$ cat src/istb_pkg.sv
// Package: register map, field layout and source numbering of the interrupt and time-base block
package istb_pkg;
	// Register word addresses (word index, one aligned word each)
	localparam logic [3:0] ADDR_CTRL0   = 4'h0; // global enable, edge selects, serial/ext flags+enables
	localparam logic [3:0] ADDR_CTRL1   = 4'h1; // periodic0, eeprom, converter, low-voltage
	localparam logic [3:0] ADDR_CTRL2   = 4'h2; // timer comparator flags+enables
	localparam logic [3:0] ADDR_CTRL3   = 4'h3; // uart transfer, periodic1
	localparam logic [3:0] ADDR_PSC     = 4'h4; // prescaler_clock_select
	localparam logic [3:0] ADDR_TB0     = 4'h5; // time_base0_control
	localparam logic [3:0] ADDR_TB1     = 4'h6; // time_base1_control
	localparam logic [3:0] ADDR_STATUS  = 4'h7; // service state, read only
	// Field positions in the time-base control registers
	localparam int TB_RUN_BIT    = 7;
	localparam int TB_PERIOD_LSB = 0;
	localparam int TB_PERIOD_W   = 3;
	localparam int TB_LOG2_BASE  = 8; // code 000 gives 2^8 prescaler clocks
	localparam int PSC_SEL_W     = 2;
	// Edge select codes, two bits per external pin
	localparam logic [1:0] EDGE_OFF  = 2'h0;
	localparam logic [1:0] EDGE_RISE = 2'h1;
	localparam logic [1:0] EDGE_FALL = 2'h2;
	localparam logic [1:0] EDGE_BOTH = 2'h3;
	// Prescaler source codes
	localparam logic [1:0] PSC_SYS  = 2'h0;
	localparam logic [1:0] PSC_SYS4 = 2'h1;
	localparam int SYS_DIV = 4;
	// Reset values
	localparam logic [7:0] RST_BYTE = 8'h00;
	// Source numbers, listed in fixed priority order, 0 highest
	localparam int SRC_EXT0  = 0;
	localparam int SRC_EXT1  = 1;
	localparam int SRC_SER   = 2;
	localparam int SRC_LV    = 3;
	localparam int SRC_ADC   = 4;
	localparam int SRC_EE    = 5;
	localparam int SRC_PTMP  = 6;
	localparam int SRC_PTMA  = 7;
	localparam int SRC_STMP  = 8;
	localparam int SRC_STMA  = 9;
	localparam int SRC_UART  = 10;
	localparam int SRC_TB0   = 11;
	localparam int SRC_TB1   = 12;
	localparam int NUM_SRC   = 13;
endpackage

$ cat src/istb_top.sv
// Interrupt sources, priority, service handshake and two time bases, Avalon-MM slave
`timescale 1ns/10ps
// Behaviour
// external pins trigger on rising, falling or both
// edge select code can disable external request
// serial flag set by SPI/I2C byte, match, timeout
// serial flag set by UART events in UART mode
// vector only with global, own enable, stack free
// service clears source flag and global enable
// service leaves UART status flags untouched
// low-voltage flag set on low supply
// converter flag set on conversion end
// eeprom flag set on write cycle end
// each timer has comparator A and P requests
// uart transfer request pulsed, own enable
// time-base flags set on divider overflow
// prescaler source: sys, sys/4, subsidiary clock
// time base 0: run bit 7, period 2^8..2^15
// unimplemented control bits read as zero
// time base 1 identical to time base 0
// any flag rising edge wakes the device
// return-from-interrupt sets global enable, plain return not
// flags stay set until serviced or cleared
// fixed priority, lowest source number first
module istb_top (
	// System
	input  wire logic        clk_sys,
	input  wire logic        reset,
	// Avalon-MM slave
	input  wire logic [3:0]  avs_address,
	input  wire logic        avs_read,
	input  wire logic        avs_write,
	input  wire logic [31:0] avs_writedata,
	output logic      [31:0] avs_readdata,
	output logic             avs_waitrequest,
	// External interrupt pins, asynchronous
	input  wire logic [1:0]  ext_pin,
	// Subsidiary low-speed clock, asynchronous level
	input  wire logic        sub_clk,
	// Peripheral event pulses, same clock
	input  wire logic        ser_uart_mode,
	input  wire logic [2:0]  ser_spi_i2c_event,
	input  wire logic [5:0]  ser_uart_event,
	input  wire logic [5:0]  uart_event,
	input  wire logic        lv_detect,
	input  wire logic        adc_done,
	input  wire logic        ee_write_done,
	input  wire logic [1:0]  tm_match_p,
	input  wire logic [1:0]  tm_match_a,
	// Core handshake
	input  wire logic        stack_full,
	input  wire logic        int_ack,
	input  wire logic        ret_int,
	// Core outputs
	output logic             int_req,
	output logic [3:0]       int_vector,
	output logic             wake_up
);
	localparam int N = istb_pkg::NUM_SRC;

	// Elaboration guards: vector and register map fit this source list, divider and prescaler counter fit their parameters
	if (N > 16) begin : g_vec_fit
		$error("source count does not fit the four-bit vector");
	end
	if (istb_pkg::TB_LOG2_BASE + (1 << istb_pkg::TB_PERIOD_W) - 1 > 15) begin : g_div_fit
		$error("longest time-base period does not fit the divider");
	end
	if (N != 13) begin : g_map_fit
		$error("register map packs exactly thirteen sources");
	end
	if (istb_pkg::SYS_DIV != 4) begin : g_psc_fit
		$error("prescaler divider counter is two bits wide");
	end

	// Synchronisers for pins and subsidiary clock
	// Pins idle low, so zero reset values give no false edge after reset
	logic [2:0] sync1_reg, sync2_reg, sync3_reg;
	logic [2:0] sync1_next, sync2_next, sync3_next;
	always_comb begin
		sync1_next = {sub_clk, ext_pin};
		sync2_next = sync1_reg;
		sync3_next = sync2_reg; // Previous value, for edge detection
	end
	always_ff @(posedge clk_sys) begin
		if (reset) begin
			sync1_reg <= 3'h0;
			sync2_reg <= 3'h0;
			sync3_reg <= 3'h0;
		end else begin
			sync1_reg <= sync1_next;
			sync2_reg <= sync2_next;
			sync3_reg <= sync3_next;
		end
	end

	// Software state
	logic         gie_reg, gie_next;
	logic [N-1:0] flag_reg, flag_next;
	logic [N-1:0] en_reg, en_next;
	logic [3:0]   edge_reg, edge_next;
	logic [1:0]   psc_reg, psc_next;
	logic [7:0]   tb0_reg, tb0_next, tb1_reg, tb1_next;
	logic         wait_reg, wait_next;
	logic [31:0]  rdata_reg, rdata_next;
	logic         ireq_reg, ireq_next;
	logic [3:0]   ivec_reg, ivec_next;
	logic         wake_reg, wake_next;

	// External edge detection
	logic [1:0] ext_hit;
	always_comb begin
		for (int i = 0; i < 2; i++) begin
			logic rise, fall;
			rise = sync2_reg[i] & ~sync3_reg[i];
			fall = ~sync2_reg[i] & sync3_reg[i];
			unique case (edge_reg[2*i +: 2])
				istb_pkg::EDGE_OFF:  ext_hit[i] = 1'b0;
				istb_pkg::EDGE_RISE: ext_hit[i] = rise;
				istb_pkg::EDGE_FALL: ext_hit[i] = fall;
				default:             ext_hit[i] = rise | fall;
			endcase
		end
	end

	// Prescaler clock enable: sys, sys/4, or subsidiary clock rising edge
	logic [1:0] div4_reg, div4_next;
	logic       psc_tick;
	always_comb begin
		div4_next = div4_reg + 2'h1;
		if (psc_reg == istb_pkg::PSC_SYS)
			psc_tick = 1'b1;
		else if (psc_reg == istb_pkg::PSC_SYS4)
			psc_tick = (div4_reg == 2'(istb_pkg::SYS_DIV - 1));
		else
			psc_tick = sync2_reg[2] & ~sync3_reg[2];
	end

	// Time-base dividers, one per time base
	// A stopped divider restarts from zero, so the first period is full length
	logic [14:0] tbc0_reg, tbc0_next, tbc1_reg, tbc1_next;
	logic        tb_ovf0, tb_ovf1;
	function automatic logic tb_over(input logic [14:0] cnt, input logic [7:0] ctl);
		logic [14:0] mask;
		mask = 15'((32'h1 << (istb_pkg::TB_LOG2_BASE
			+ int'(ctl[istb_pkg::TB_PERIOD_LSB +: istb_pkg::TB_PERIOD_W]))) - 1);
		return ((cnt & mask) == mask);
	endfunction
	always_comb begin
		tb_ovf0 = psc_tick & tb0_reg[istb_pkg::TB_RUN_BIT] & tb_over(tbc0_reg, tb0_reg);
		tb_ovf1 = psc_tick & tb1_reg[istb_pkg::TB_RUN_BIT] & tb_over(tbc1_reg, tb1_reg);
		tbc0_next = tb0_reg[istb_pkg::TB_RUN_BIT] ? tbc0_reg + (psc_tick ? 15'h1 : 15'h0) : 15'h0;
		tbc1_next = tb1_reg[istb_pkg::TB_RUN_BIT] ? tbc1_reg + (psc_tick ? 15'h1 : 15'h0) : 15'h0;
		if (tb_ovf0)
			tbc0_next = 15'h0;
		if (tb_ovf1)
			tbc1_next = 15'h0;
	end

	// Event vector, one bit per source
	// Peripherals pulse; a held level would set its flag again every cycle
	logic [N-1:0] evt;
	always_comb begin
		evt = '0;
		evt[istb_pkg::SRC_EXT0] = ext_hit[0];
		evt[istb_pkg::SRC_EXT1] = ext_hit[1];
		// UART status itself lives in the serial module; only the request is here
		evt[istb_pkg::SRC_SER]  = ser_uart_mode ? |ser_uart_event : |ser_spi_i2c_event;
		evt[istb_pkg::SRC_LV]   = lv_detect;
		evt[istb_pkg::SRC_ADC]  = adc_done;
		evt[istb_pkg::SRC_EE]   = ee_write_done;
		evt[istb_pkg::SRC_PTMP] = tm_match_p[0];
		evt[istb_pkg::SRC_PTMA] = tm_match_a[0];
		evt[istb_pkg::SRC_STMP] = tm_match_p[1];
		evt[istb_pkg::SRC_STMA] = tm_match_a[1];
		evt[istb_pkg::SRC_UART] = |uart_event;
		evt[istb_pkg::SRC_TB0]  = tb_ovf0;
		evt[istb_pkg::SRC_TB1]  = tb_ovf1;
	end

	// Priority pick among pending enabled sources
	// Walking down from the last source leaves the lowest pending number
	logic [N-1:0] pend;
	logic         any_pend;
	logic [3:0]   pick;
	always_comb begin
		pend = flag_reg & en_reg;
		any_pend = gie_reg & ~stack_full & (|pend);
		pick = 4'h0;
		for (int i = N - 1; i >= 0; i--) begin
			if (pend[i])
				pick = 4'(i);
		end
	end

	// Register map: flag and enable fields per control word
	function automatic logic [7:0] pack4(input logic [3:0] f, input logic [3:0] e);
		return {f, e};
	endfunction
	logic acc;
	logic wr;
	always_comb begin
		acc = (avs_read | avs_write) & wait_reg;
		// A write lands at the answer edge, where the master samples waitrequest low
		wr  = avs_write & ~wait_reg;
	end

	// Flag, enable and control updates
	always_comb begin
		logic [N-1:0] sw_clr, sw_set, svc_clr;
		logic [7:0]   wd;
		wd = avs_writedata[7:0];
		sw_clr = '0;
		sw_set = '0;
		svc_clr = '0;
		gie_next = gie_reg;
		en_next = en_reg;
		edge_next = edge_reg;
		psc_next = psc_reg;
		tb0_next = tb0_reg;
		tb1_next = tb1_reg;
		if (wr) begin
			unique case (avs_address)
				istb_pkg::ADDR_CTRL0: begin
					gie_next = wd[0];
					en_next[2:0] = {wd[3], wd[2], wd[1]};
					sw_set[2:0] = {wd[6], wd[5], wd[4]};
					sw_clr[2:0] = ~{wd[6], wd[5], wd[4]};
					edge_next = avs_writedata[11:8];
				end
				istb_pkg::ADDR_CTRL1: begin
					en_next[5:3] = wd[2:0];
					en_next[istb_pkg::SRC_TB0] = wd[3];
					sw_set[5:3] = wd[6:4];
					sw_clr[5:3] = ~wd[6:4];
					sw_set[istb_pkg::SRC_TB0] = wd[7];
					sw_clr[istb_pkg::SRC_TB0] = ~wd[7];
				end
				istb_pkg::ADDR_CTRL2: begin
					en_next[9:6] = wd[3:0];
					sw_set[9:6] = wd[7:4];
					sw_clr[9:6] = ~wd[7:4];
				end
				istb_pkg::ADDR_CTRL3: begin
					en_next[istb_pkg::SRC_TB1] = wd[0];
					en_next[istb_pkg::SRC_UART] = wd[1];
					sw_set[istb_pkg::SRC_TB1] = wd[4];
					sw_clr[istb_pkg::SRC_TB1] = ~wd[4];
					sw_set[istb_pkg::SRC_UART] = wd[5];
					sw_clr[istb_pkg::SRC_UART] = ~wd[5];
				end
				istb_pkg::ADDR_PSC: psc_next = wd[istb_pkg::PSC_SEL_W-1:0];
				istb_pkg::ADDR_TB0: tb0_next = wd & 8'h87;
				istb_pkg::ADDR_TB1: tb1_next = wd & 8'h87;
				default: ;
			endcase
		end
		// Service by the core: clear chosen flag and global enable
		// A return in the same cycle as a service is dropped: the service wins
		if (int_ack && ireq_reg) begin
			svc_clr[ivec_reg] = 1'b1;
			gie_next = 1'b0;
		end else if (ret_int) begin
			gie_next = 1'b1;
		end
		// Flags hold until cleared; a new event beats any clear
		flag_next = ((flag_reg & ~sw_clr & ~svc_clr) | sw_set | evt);
	end

	// Core request, vector, wake and bus answer
	// The bus answers after exactly one wait cycle, never more
	always_comb begin
		ireq_next = any_pend & ~(int_ack & ireq_reg);
		ivec_next = pick;
		wake_next = |(flag_next & ~flag_reg);
		wait_next = ~acc; // One wait cycle, then answer
		rdata_next = 32'h0;
		if (avs_read && wait_reg) begin
			unique case (avs_address)
				istb_pkg::ADDR_CTRL0: rdata_next = {20'h0, edge_reg,
					1'b0, flag_reg[2:0], en_reg[2:0], gie_reg};
				istb_pkg::ADDR_CTRL1: rdata_next = {24'h0,
					flag_reg[istb_pkg::SRC_TB0], flag_reg[5:3],
					en_reg[istb_pkg::SRC_TB0], en_reg[5:3]};
				istb_pkg::ADDR_CTRL2: rdata_next = {24'h0, pack4(flag_reg[9:6], en_reg[9:6])};
				istb_pkg::ADDR_CTRL3: rdata_next = {24'h0, 2'h0,
					flag_reg[istb_pkg::SRC_UART], flag_reg[istb_pkg::SRC_TB1], 2'h0,
					en_reg[istb_pkg::SRC_UART], en_reg[istb_pkg::SRC_TB1]};
				istb_pkg::ADDR_PSC: rdata_next = {30'h0, psc_reg};
				istb_pkg::ADDR_TB0: rdata_next = {24'h0, tb0_reg};
				istb_pkg::ADDR_TB1: rdata_next = {24'h0, tb1_reg};
				istb_pkg::ADDR_STATUS: rdata_next = {23'h0, ireq_reg, ivec_reg,
					any_pend, stack_full, 1'b0, gie_reg};
				default: rdata_next = 32'h0;
			endcase
		end
	end

	// State registers
	// Waitrequest leaves reset high, so no request is answered during reset
	always_ff @(posedge clk_sys) begin
		if (reset) begin
			gie_reg   <= 1'b0;
			flag_reg  <= '0;
			en_reg    <= '0;
			edge_reg  <= 4'h0;
			psc_reg   <= 2'h0;
			tb0_reg   <= istb_pkg::RST_BYTE;
			tb1_reg   <= istb_pkg::RST_BYTE;
			div4_reg  <= 2'h0;
			tbc0_reg  <= 15'h0;
			tbc1_reg  <= 15'h0;
			wait_reg  <= 1'b1;
			rdata_reg <= 32'h0;
			ireq_reg  <= 1'b0;
			ivec_reg  <= 4'h0;
			wake_reg  <= 1'b0;
		end else begin
			gie_reg   <= gie_next;
			flag_reg  <= flag_next;
			en_reg    <= en_next;
			edge_reg  <= edge_next;
			psc_reg   <= psc_next;
			tb0_reg   <= tb0_next;
			tb1_reg   <= tb1_next;
			div4_reg  <= div4_next;
			tbc0_reg  <= tbc0_next;
			tbc1_reg  <= tbc1_next;
			wait_reg  <= wait_next;
			rdata_reg <= rdata_next;
			ireq_reg  <= ireq_next;
			ivec_reg  <= ivec_next;
			wake_reg  <= wake_next;
		end
	end

	// Outputs straight from flip-flops
	// No combinational path from the bus or the core reaches an output
	assign avs_readdata    = rdata_reg;
	assign avs_waitrequest = wait_reg;
	assign int_req         = ireq_reg;
	assign int_vector      = ivec_reg;
	assign wake_up         = wake_reg;
endmodule

$ cat config.mk
export PLATFORM = sky130hd
export DESIGN_NAME = istb_top
export DESIGN_NICKNAME = d
export VERILOG_FILES = /design/src/istb_pkg.sv /design/src/istb_top.sv
export SDC_FILE = /design/constraint.sdc
export NUM_CORES = 1
export LEC_CHECK = 0
export BUFFER_PORTS_ARGS = -buffer_cell sky130_fd_sc_hd__buf_4
export CAP_MARGIN = 40
export CORE_MARGIN = 2
export CORE_UTILIZATION = 38
export CTS_CLUSTER_DIAMETER = 80
export CTS_CLUSTER_SIZE = 20
export DETAILED_ROUTE_END_ITERATION = 8
export GPL_TIMING_DRIVEN = 0
export PLACE_DENSITY = 0.67
export SYNTH_ARGS = -nofsm -noshare
export SYNTH_HDL_FRONTEND = slang
export SYNTH_SLANG_ARGS = --single-unit
$ cat constraint.sdc
create_clock -name clk_sys -period 2.5 [get_ports clk_sys]
set_clock_uncertainty 0.15 [all_clocks]
set_input_delay 0.25 -clock clk_sys [delete_from_list [all_inputs] [get_ports clk_sys]]
set_output_delay 0.25 -clock clk_sys [all_outputs]
set_load 0.01 [all_outputs]
Word level (Yosys, flattened, before mapping)
Cells that the tools add are included.
W data, S select, Z words.
{"block": "word_totals", "register_bits": 121, "inputBits": 69, "output_inout_bits": 39, "wordCells": 165}
{"block": "classes", "n_addsub": 7, "magnitude_cmp": 2, "eq_ne": 15, "n_shift": 2, "n_mux": 39, "bitwise": 46, "reduce_logical": 30}
{"cell": "$pmux W12 S8", "n": 1}
{"cell": "$and A13 B13 Y13", "n": 4}
{"cell": "$mux W13", "n": 3}
{"cell": "$not A13 Y13", "n": 3}
{"cell": "$and A15 B15 Y15", "n": 2}
{"cell": "$eq A15 B15 Y1", "n": 2}
{"cell": "$shl A1 B5 Y15 const A", "n": 2}
{"cell": "$sub A15 B1 Y15 const B", "n": 2}
{"cell": "$mux W4", "n": 7}
{"cell": "$or A13 B13 Y13", "n": 2}
{"cell": "$reduce_or A13 Y1", "n": 2}
{"cell": "$mux W3", "n": 8}
{"cell": "$eq A4 B3 Y1 const B", "n": 4}
{"cell": "$reduce_and A2 Y1", "n": 8}
{"cell": "$add A15 B1 Y15", "n": 1}
{"cell": "$add A15 B15 Y15", "n": 1}
{"cell": "$and A1 B1 Y1", "n": 15}
{"cell": "$mux W1", "n": 15}
{"cell": "$not A1 Y1", "n": 15}
{"cell": "$reduce_or A3 Y1", "n": 4}
{"cell": "$reduce_or A6 Y1", "n": 2}
{"cell": "$add A4 B3 Y5 const A", "n": 2}
{"cell": "$reduce_or A9 Y1", "n": 1}
{"cell": "$eq A4 B2 Y1 const B", "n": 2}
{"cell": "other kinds (18)", "n": 33}

Depth between registers and ports, before layout
Gate-level depths: netlist of run 1.
{"block": "depth", "word_depth": 13, "ltp_mapped": 11}

Worst setup path after synthesis of run 1
No wires, ideal clock.
{"block": "synth_path", "kind": "register to register", "start": "register div4_reg[0]", "end": "register tbc1_reg[14]", "setup_time_ps": 117, "arrival_ps": 1980, "required_time_ps": 2233, "setup_slack_ps": 253, "path_stages_with_launch": 12, "n_path_buf": 0, "path_cell_list": "dfxtp_1 -> ha_1 -> nor2b_1 -> o21a_1 -> inv_1 -> ha_1 -> ha_1 -> inv_1 -> nor4_1 -> nand3_1 -> xor2_1 -> nor2_1"}
{"block": "synth_via", "elab_chain_len": 6, "word_cells_on_any_way": 8, "classes_between": "add/sub (1); eq/ne (1); mux (3); bitwise (2); reduce/logical (1)"}
{"item": "start: declaration", "line_no": "istb_top.sv:126", "rtl": "logic [1:0] div4_reg, div4_next;"}
{"item": "start signal: assignment", "line_no": "istb_top.sv:325", "rtl": "div4_reg <= div4_next;"}
{"item": "$eq A2 B2 Y1 (*)", "line_no": "istb_top.sv:133", "rtl": "psc_tick = (div4_reg == 2'(istb_pkg::SYS_DIV - 1));"}
{"item": "$mux W1 (*)", "line_no": "istb_top.sv:132", "rtl": "else if (psc_reg == istb_pkg::PSC_SYS4)"}
{"item": "$mux W1 (*)", "line_no": "istb_top.sv:130", "rtl": "if (psc_reg == istb_pkg::PSC_SYS)"}
{"item": "branches (longest 3 deep; another with $add A15 B1 Y15)"}
{"item": "end signal: assignment", "line_no": "istb_top.sv:327", "rtl": "tbc1_reg <= tbc1_next;"}
{"item": "end: declaration", "line_no": "istb_top.sv:140", "rtl": "logic [14:0] tbc0_reg, tbc0_next, tbc1_reg, tbc1_next;"}
Every way passes the cells marked *.
A chain may end at the register's enable or synchronous reset.

Final worst setup path of run 1
{"block": "layout_path", "start": "input port avs_address[3]", "end": "register wake_reg (netlist: wake_up)"}
{"block": "layout_via", "elab_chain_len": 10, "word_cells_on_any_way": 25, "classes_between": "eq/ne (3); mux (14); bitwise (6); reduce/logical (2)"}
{"item": "start: declaration", "line_no": "istb_top.sv:30", "rtl": "input wire logic [3:0] avs_address,"}
{"item": "$eq A4 B1 Y1, or another cell as far along", "line_no": "istb_top.sv:222", "rtl": "unique case (avs_address)"}
{"item": "$mux W3, or another cell as far along", "line_no": "istb_top.sv:222"}
{"item": "$mux W13", "line_no": "istb_top.sv:221", "rtl": "if (wr) begin"}
{"item": "$not A13 Y13", "line_no": "istb_top.sv:266", "rtl": "flag_next = ((flag_reg & ~sw_clr & ~svc_clr) | sw_set | evt);"}
{"item": "$and A13 B13 Y13 (2 in series)", "line_no": "istb_top.sv:266"}
{"item": "$or A13 B13 Y13 (*) (2 in series)", "line_no": "istb_top.sv:266"}
{"item": "$and A13 B13 Y13 (*)", "line_no": "istb_top.sv:274", "rtl": "wake_next = |(flag_next & ~flag_reg);"}
{"item": "$reduce_or A13 Y1 (*)", "line_no": "istb_top.sv:274"}
{"item": "end signal: assignment", "line_no": "istb_top.sv:332", "rtl": "wake_reg <= wake_next;"}
{"item": "end: declaration", "line_no": "istb_top.sv:107", "rtl": "logic wake_reg, wake_next;"}
Every way passes the cells marked *; elsewhere a longest branch is shown, timed or not.

==> flow_summary_export.csv, run 1 <==
group,metric,value,unit
timing,worst_slack,0.131,ns
drt,wl_per_cell,15.9,um
power_and_ir_drop,vdd_drop_max,0.000322,V
worst_setup_path,crit_type,"input port to flip-flop",
cells_and_area,fin_util,48.8,%
yosys,ys.flop_type,"dfxtp_1",
yosys,synth-seq-area-share,41.5,%
worst_setup_path,required,2.56,ns
timing,finalHoldViolCount,0,
worst_setup_path,path_max_fanout,9,
grt,grt_pass1_vias,4503,
cells_and_area,diodes,0,
cells_and_area,drive_gt1_share,17.6,%
grt,grt_pass1_wl,23.0,mm
yosys,async_flop_share,0,%
clocking,clk_latency,0.35,ns
cells_and_area,fillCellCount,1255,
yosys,synth_mux_area_share,2.13,%
grt,grt_max_degree,18,
yosys,synth_edf_count,0,
status,status,"finished clean",
power_and_ir_drop,leakagePower,2.35,nW
timing,slew-limit-headroom,47.9,%
yosys,synth_top_cell_by_area,"dfxtp_1",
yosys,synth_cell_types,59,
yosys,netlist.area_leader.share,41.5,%
yosys,synth_xor_area_share,4.67,%
timing,fin_crit_sh,94.7,%
worst_setup_path,worstSetupStartpointType,"input port",
grt,grtUsageTotal,22.0,%
die,die_area,13800,um^2
timing,finalSetupViolCount,0,
yosys,yosys_warnings,0,
clocking,cts_tree,"built",
grt,antenna_found_initial,1,
drt,wl,14.1,mm
die,core,12600,um^2
yosys,synth_seq_cells,101,
grt,overflow,0,
worst_setup_path,arrival,2.43,ns
clocking,cts-root-buf,"clkbuf_16",
yosys,synth_common_cells,"dfxtp_1 (101), nand2_1 (83), nor2_1 (58), a21oi_1 (53), nand3_1 (40)",
drt,drt_iter0_markers,364,
timing,max_freq,422,MHz
timing,fin_crit,2.37,ns
clocking,numCtsBuffers,9,
placed_design,detailed_place_hpwl,10.6,mm
die,die_h,117,um
yosys,synthSimpleGateAreaFrac,24.2,%
yosys,synth_compound_area_share,17.4,%
worst_setup_path,end_kind,"flip-flop",
yosys,synth_top_family_by_area,"simple AND/OR/NAND/NOR gates",
timing,rsz0062_at_grt,"no",
clocking,clockBufferDepth,2,
timing,fin_tns_setup,0,ns
die,fp.dieW,117,um
cells_and_area,areaGrowthSynthToFinish,25.7,%
min_path,min_from,"uart_event[5]",
drt,drt-vias-per-instance,5.25,
drt,firstDrtPassIters,7,
yosys,syn_area,4880,um^2
yosys,netlist_instances,598,
clocking,clkTransAtPathRegs,0.07,ns
placed_design,dp_slack,-0.0938,ns
job,drv_cap,0,
drt,drc,0,
drt,ant_nets,0,
timing,worst_pin_slew,0.782,ns
yosys,synth_area_leaders,"dfxtp_1 (41%), nand2_1 (6.4%), a21oi_1 (5.4%)",
placed_design,gp_routability_congestion,0.918,
cells_and_area,final_nets,790,
yosys,syn_area_per_cell,8.16,um^2
placed_design,port_buffers,65,
worst_setup_path,r2r-start,"tbc1_reg[2]$_SDFF_PP0_",
clocking,htree_levels,3,
min_path,worstHoldPathType,"input port to flip-flop",
die,rows,41,
power_and_ir_drop,power_density,538,nW/um^2
worst_setup_path,crit_path_start,"avs_address[3]",
yosys,synth_fa_ha_area_share,2.31,%
clocking,cts_num_sinks,101,
drt,via_count,4665,
die,io_pins,108,
die,initial_core_util,38.8,%
timing,slew_viol_final,0,
yosys,yosysMostFrequentCell,"dfxtp_1",
path summary, 6_finish.rpt:
check,endpoint,slack (ns),cells after the start
max,wake_up$_SDFF_PP0_,0.13,10
min,flag_reg[10]$_SDFF_PP0_,0.01,3
max reg2reg,tbc1_reg[14]$_SDFF_PP0_,0.24,7
min reg2reg,div4_reg[0]$_SDFF_PP0_,0.28,1
per-stage QoR:
stage	std cells	instance area, um^2	hold slack, ns	power (mW)
4_1_cts	887	6110	0.00834	3.32
3_5_place_dp	855	5660	0.272	1.96
3_3_place_gp	854	5650	0.259	1.95
6_report	889	6130	0.0107	3.30
2_1_floorplan	617	4950	0.200	1.83
5_1_grt	889	6130	0.0250	3.42
placed cells by master, fill, tap and decap left out, drive strengths merged, types with 9 or more instances in the layout:
cell / netlist / routed
dfxtp: 101 / 101
buf: 30 / 99
nand2: 83 / 83
nor2: 58 / 58
a21oi: 53 / 53
nand3: 40 / 40
inv: 30 / 33
clkbuf: 16 / 26
conb: 1 / 20
xor2: 18 / 18
o21ai: 16 / 16
dlygate4sd3: 0 / 15
nor2b: 14 / 14
a22oi: 14 / 14
and2: 11 / 11
ha: 9 / 9
where the power goes:
part           internal [mW]  switching [mW]  total [mW]
logic                  0.139           0.149       0.288
registers               1.63          0.0246        1.66
clock network          0.710           0.640        1.35
cell type report:
class	count	area, um^2	share of cell area [%]
buffer	46	268	4.37
timing repair buffer	84	666	10.9
sequential	101	2020	33.0
tap	172	215	3.51
clock inverter	6	43.8	0.714
multi-input combinational	440	2570	41.8
clock buffer	10	239	3.90
inverter	30	113	1.84
timing repair:
| action | in CTS | in global routing |
|---|---|---|
| endpoints found under the setup margin | 2 | 7 |
| gates resized for setup | 1 | 3 |
| setup buffers | 0 | 3 |
| hold endpoints to repair | 14 | 0 |
| hold buffers | 16 | 0 |
| pin swaps | 0 | 2 |
routing by layer:
| metal | track usage (%) | part of all wire, % |
|---|---|---|
| met1 | 27.0 | 42 |
| met2 | 36.4 | 49 |
| met4 | 10.3 | 3.2 |
| met3 | 5.15 | 5.9 |
| met5 | 0 | 0 |
logic make-up (layout without fill, tap and decap cells):
logic type               count (synthesis)  in the layout
AND/OR/NAND/NOR                        246            246
other                                    1             20
adder cells (fa/ha/maj)                  9              9
XOR/XNOR                                26             26
flip-flops                             101            101
AO/OA/AOI/OAI                          129            129
multiplexers                            10             10
buffers and inverters                   76            176
worst max-delay path, cell delays in order:
cell and delay (ns):
dlygate4sd3_1 0.54, buf_4 0.17, nor4b_4 0.06, buf_4 0.16
and3_1 0.18, buf_6 0.14, a2111oi_4 0.36, o22ai_1 0.13
nor4_1 0.30, a31oi_1 0.14
No activity file was read; power rests on OpenSTA's default activity.
==> run 2: changes to the inputs <==
REMOVE_ABC_BUFFERS = 1   (was default)
==> run 2 against run 1 <==
Compared with the run above: power is 3.0% lower; wire length is 6.4% lower; flip-flop and latch count stayed put; fmax is 2.6% higher; core utilization is 2.4 points lower; design area is 4.9% lower; via count is 4.4% lower; sequential power hardly changed; final cell count is 5.6% lower; critical path type is now flip-flop to flip-flop; critical endpoint unchanged.
==> flow_summary_export.csv, run 2 (same netlist as run 1, synthesis figures left out) <==
group,metric,value,unit
timing,max_freq,433,MHz
drt,ant_nets,0,
min_path,min_to,"flag_reg[9]$_SDFF_PP0_",
placed_design,detailed_place_hpwl,9.63,mm
timing,slew_viol_final,0,
clocking,cts_tree,"built",
die,core,12600,um^2
grt,grt_pass1_wl,21.2,mm
cells_and_area,diodes,0,
cells_and_area,areaGrowthSynthToFinish,19.6,%
timing,rsz0062_at_grt,"no",
cells_and_area,drive_gt1_share,14.1,%
placed_design,gp_routability_congestion,0.895,
timing,fin_crit,2.31,ns
job,drv_cap,0,
worst_setup_path,ff2ff_path_depth,6,
drt,wl_per_cell,15.7,um
clocking,post_cts_buffers,0,
clocking,cts-root-buf,"clkbuf_16",
drt,drt_iter0_markers,355,
power_and_ir_drop,power_density,548,nW/um^2
grt,grt_pass1_vias,4179,
worst_setup_path,arrival,2.43,ns
clocking,cts_num_sinks,101,
placed_design,dp_slack,-0.0543,ns
drt,via_count,4460,
clocking,clk_latency,0.35,ns
worst_setup_path,crit_type,"flip-flop to flip-flop",
clocking,clockBufferDepth,2,
drt,wl,13.2,mm
worst_setup_path,path_max_fanout,12,
power_and_ir_drop,power.total,3.20,mW
timing,slew-limit-headroom,47.9,%
timing,fin_tns_setup,0,ns
timing,worst_slack,0.190,ns
grt,grtUsageTotal,20.1,%
grt,antenna_found_initial,0,
timing,fin_hold_ws,0.0235,ns
power_and_ir_drop,vdd_drop_max,0.000314,V
die,die_h,117,um
cells_and_area,final_common_cell,"dfxtp_1",
worst_setup_path,end_kind,"flip-flop",
grt,overflow,0,
grt,grt_max_degree,60,
min_path,worstHoldPathType,"input port to flip-flop",
die,initial_core_util,38.8,%
power_and_ir_drop,leakagePower,2.16,nW
timing,finalSetupViolCount,0,
status,status,"finished clean",
worst_setup_path,r2r_setup_slack,0.19,ns
die,die_area,13800,um^2
timing,worst_pin_slew,0.780,ns
worst_setup_path,r2r-start,"avs_waitrequest$_SDFF_PP1_",
worst_setup_path,required,2.62,ns
min_path,min_from,"tm_match_a[1]",
die,rows,41,
worst_setup_path,worstSetupStartpointType,"flip-flop",
drt,drc,0,
clocking,numCtsBuffers,9,
die,fp.dieW,117,um
drt,drt-vias-per-instance,5.32,
clocking,htree_levels,3,
cells_and_area,final_cell_mix,"dfxtp_1 (101), nand2_1 (83), buf_4 (67)",
cells_and_area,final_nets,742,
worst_setup_path,r2r_end,"wake_up$_SDFF_PP0_",
min_path,min_path_cells,3,
drt,firstDrtPassIters,7,
cells_and_area,fin_util,46.4,%
placed_design,port_buffers,67,
timing,finalHoldViolCount,0,
timing,fin_crit_sh,92.4,%
clocking,clkTransAtPathRegs,0.07,ns
die,io_pins,108,
==> run 2: area by class of cell <==
class	count	area, um^2
Clock buffer	9	225
Clock inverter	5	36.3
Fill cell	1269	6730
Inverter	30	113
Multi-Input combinational cell	440	2570
Sequential cell	101	2020
Tap cell	172	215
Timing Repair Buffer	82	653
==> run 2: per-layer routing <==
| metal | wire length [um] | vias up | track usage [%] |
|---|---|---|---|
| li1 | - | 2167 | - |
| met1 | 5560 | 2120 | 24.1 |
| met2 | 6430 | 140 | 33.9 |
| met3 | 681 | 33 | 3.40 |
| met4 | 527 | 0 | 11.6 |
| met5 | 0 | - | 0 |
==> run 2: metrics by stage <==
step	instance area, um^2	instances
2_1_floorplan	4680	571
3_3_place_gp	5400	810
3_5_place_dp	5410	811
4_1_cts	5820	839
5_1_grt	5830	839
6_report	5830	839
==> run 2: worst max path at each step <==
stage / slack [ns] / from / cells after the start / to
after floorplan: 0.24 / div4_reg[0]$_SDFF_PP0_ / 11 / tbc1_reg[14]$_SDFF_PP0_
after global placement: -0.05 / div4_reg[0]$_SDFF_PP0_ / 11 / tbc1_reg[14]$_SDFF_PP0_
after detailed placement: -0.05 / div4_reg[0]$_SDFF_PP0_ / 11 / tbc1_reg[14]$_SDFF_PP0_
after CTS: 0.0006 / div4_reg[0]$_SDFF_PP0_ / 11 / tbc1_reg[14]$_SDFF_PP0_
after global routing: 0.04 / avs_waitrequest$_SDFF_PP1_ / 6 / wake_up$_SDFF_PP0_
final: 0.19 / avs_waitrequest$_SDFF_PP1_ / 6 / wake_up$_SDFF_PP0_
==> run 2: timing repair <==
item,in CTS,in global routing
gates resized for setup,1,3
pin swaps,0,1
hold buffers,14,0
endpoints found under the setup margin,3,4
endpoints found under the hold margin,13,0
==> run 2: worst max-delay path: stages, from the launching register on <==
cell and delay, ns:
dfxtp_1 0.35, nor4b_4 0.42, and2_1 0.60, a21oi_1 0.19, o22ai_1 0.23, nor4_2 0.10, a31oi_1 0.18
==> run 2: power by group <==
part,switching (mW),internal (mW)
combinational,0.133,0.113
clock,0.626,0.669
sequential,0.0226,1.63
total,0.782,2.42
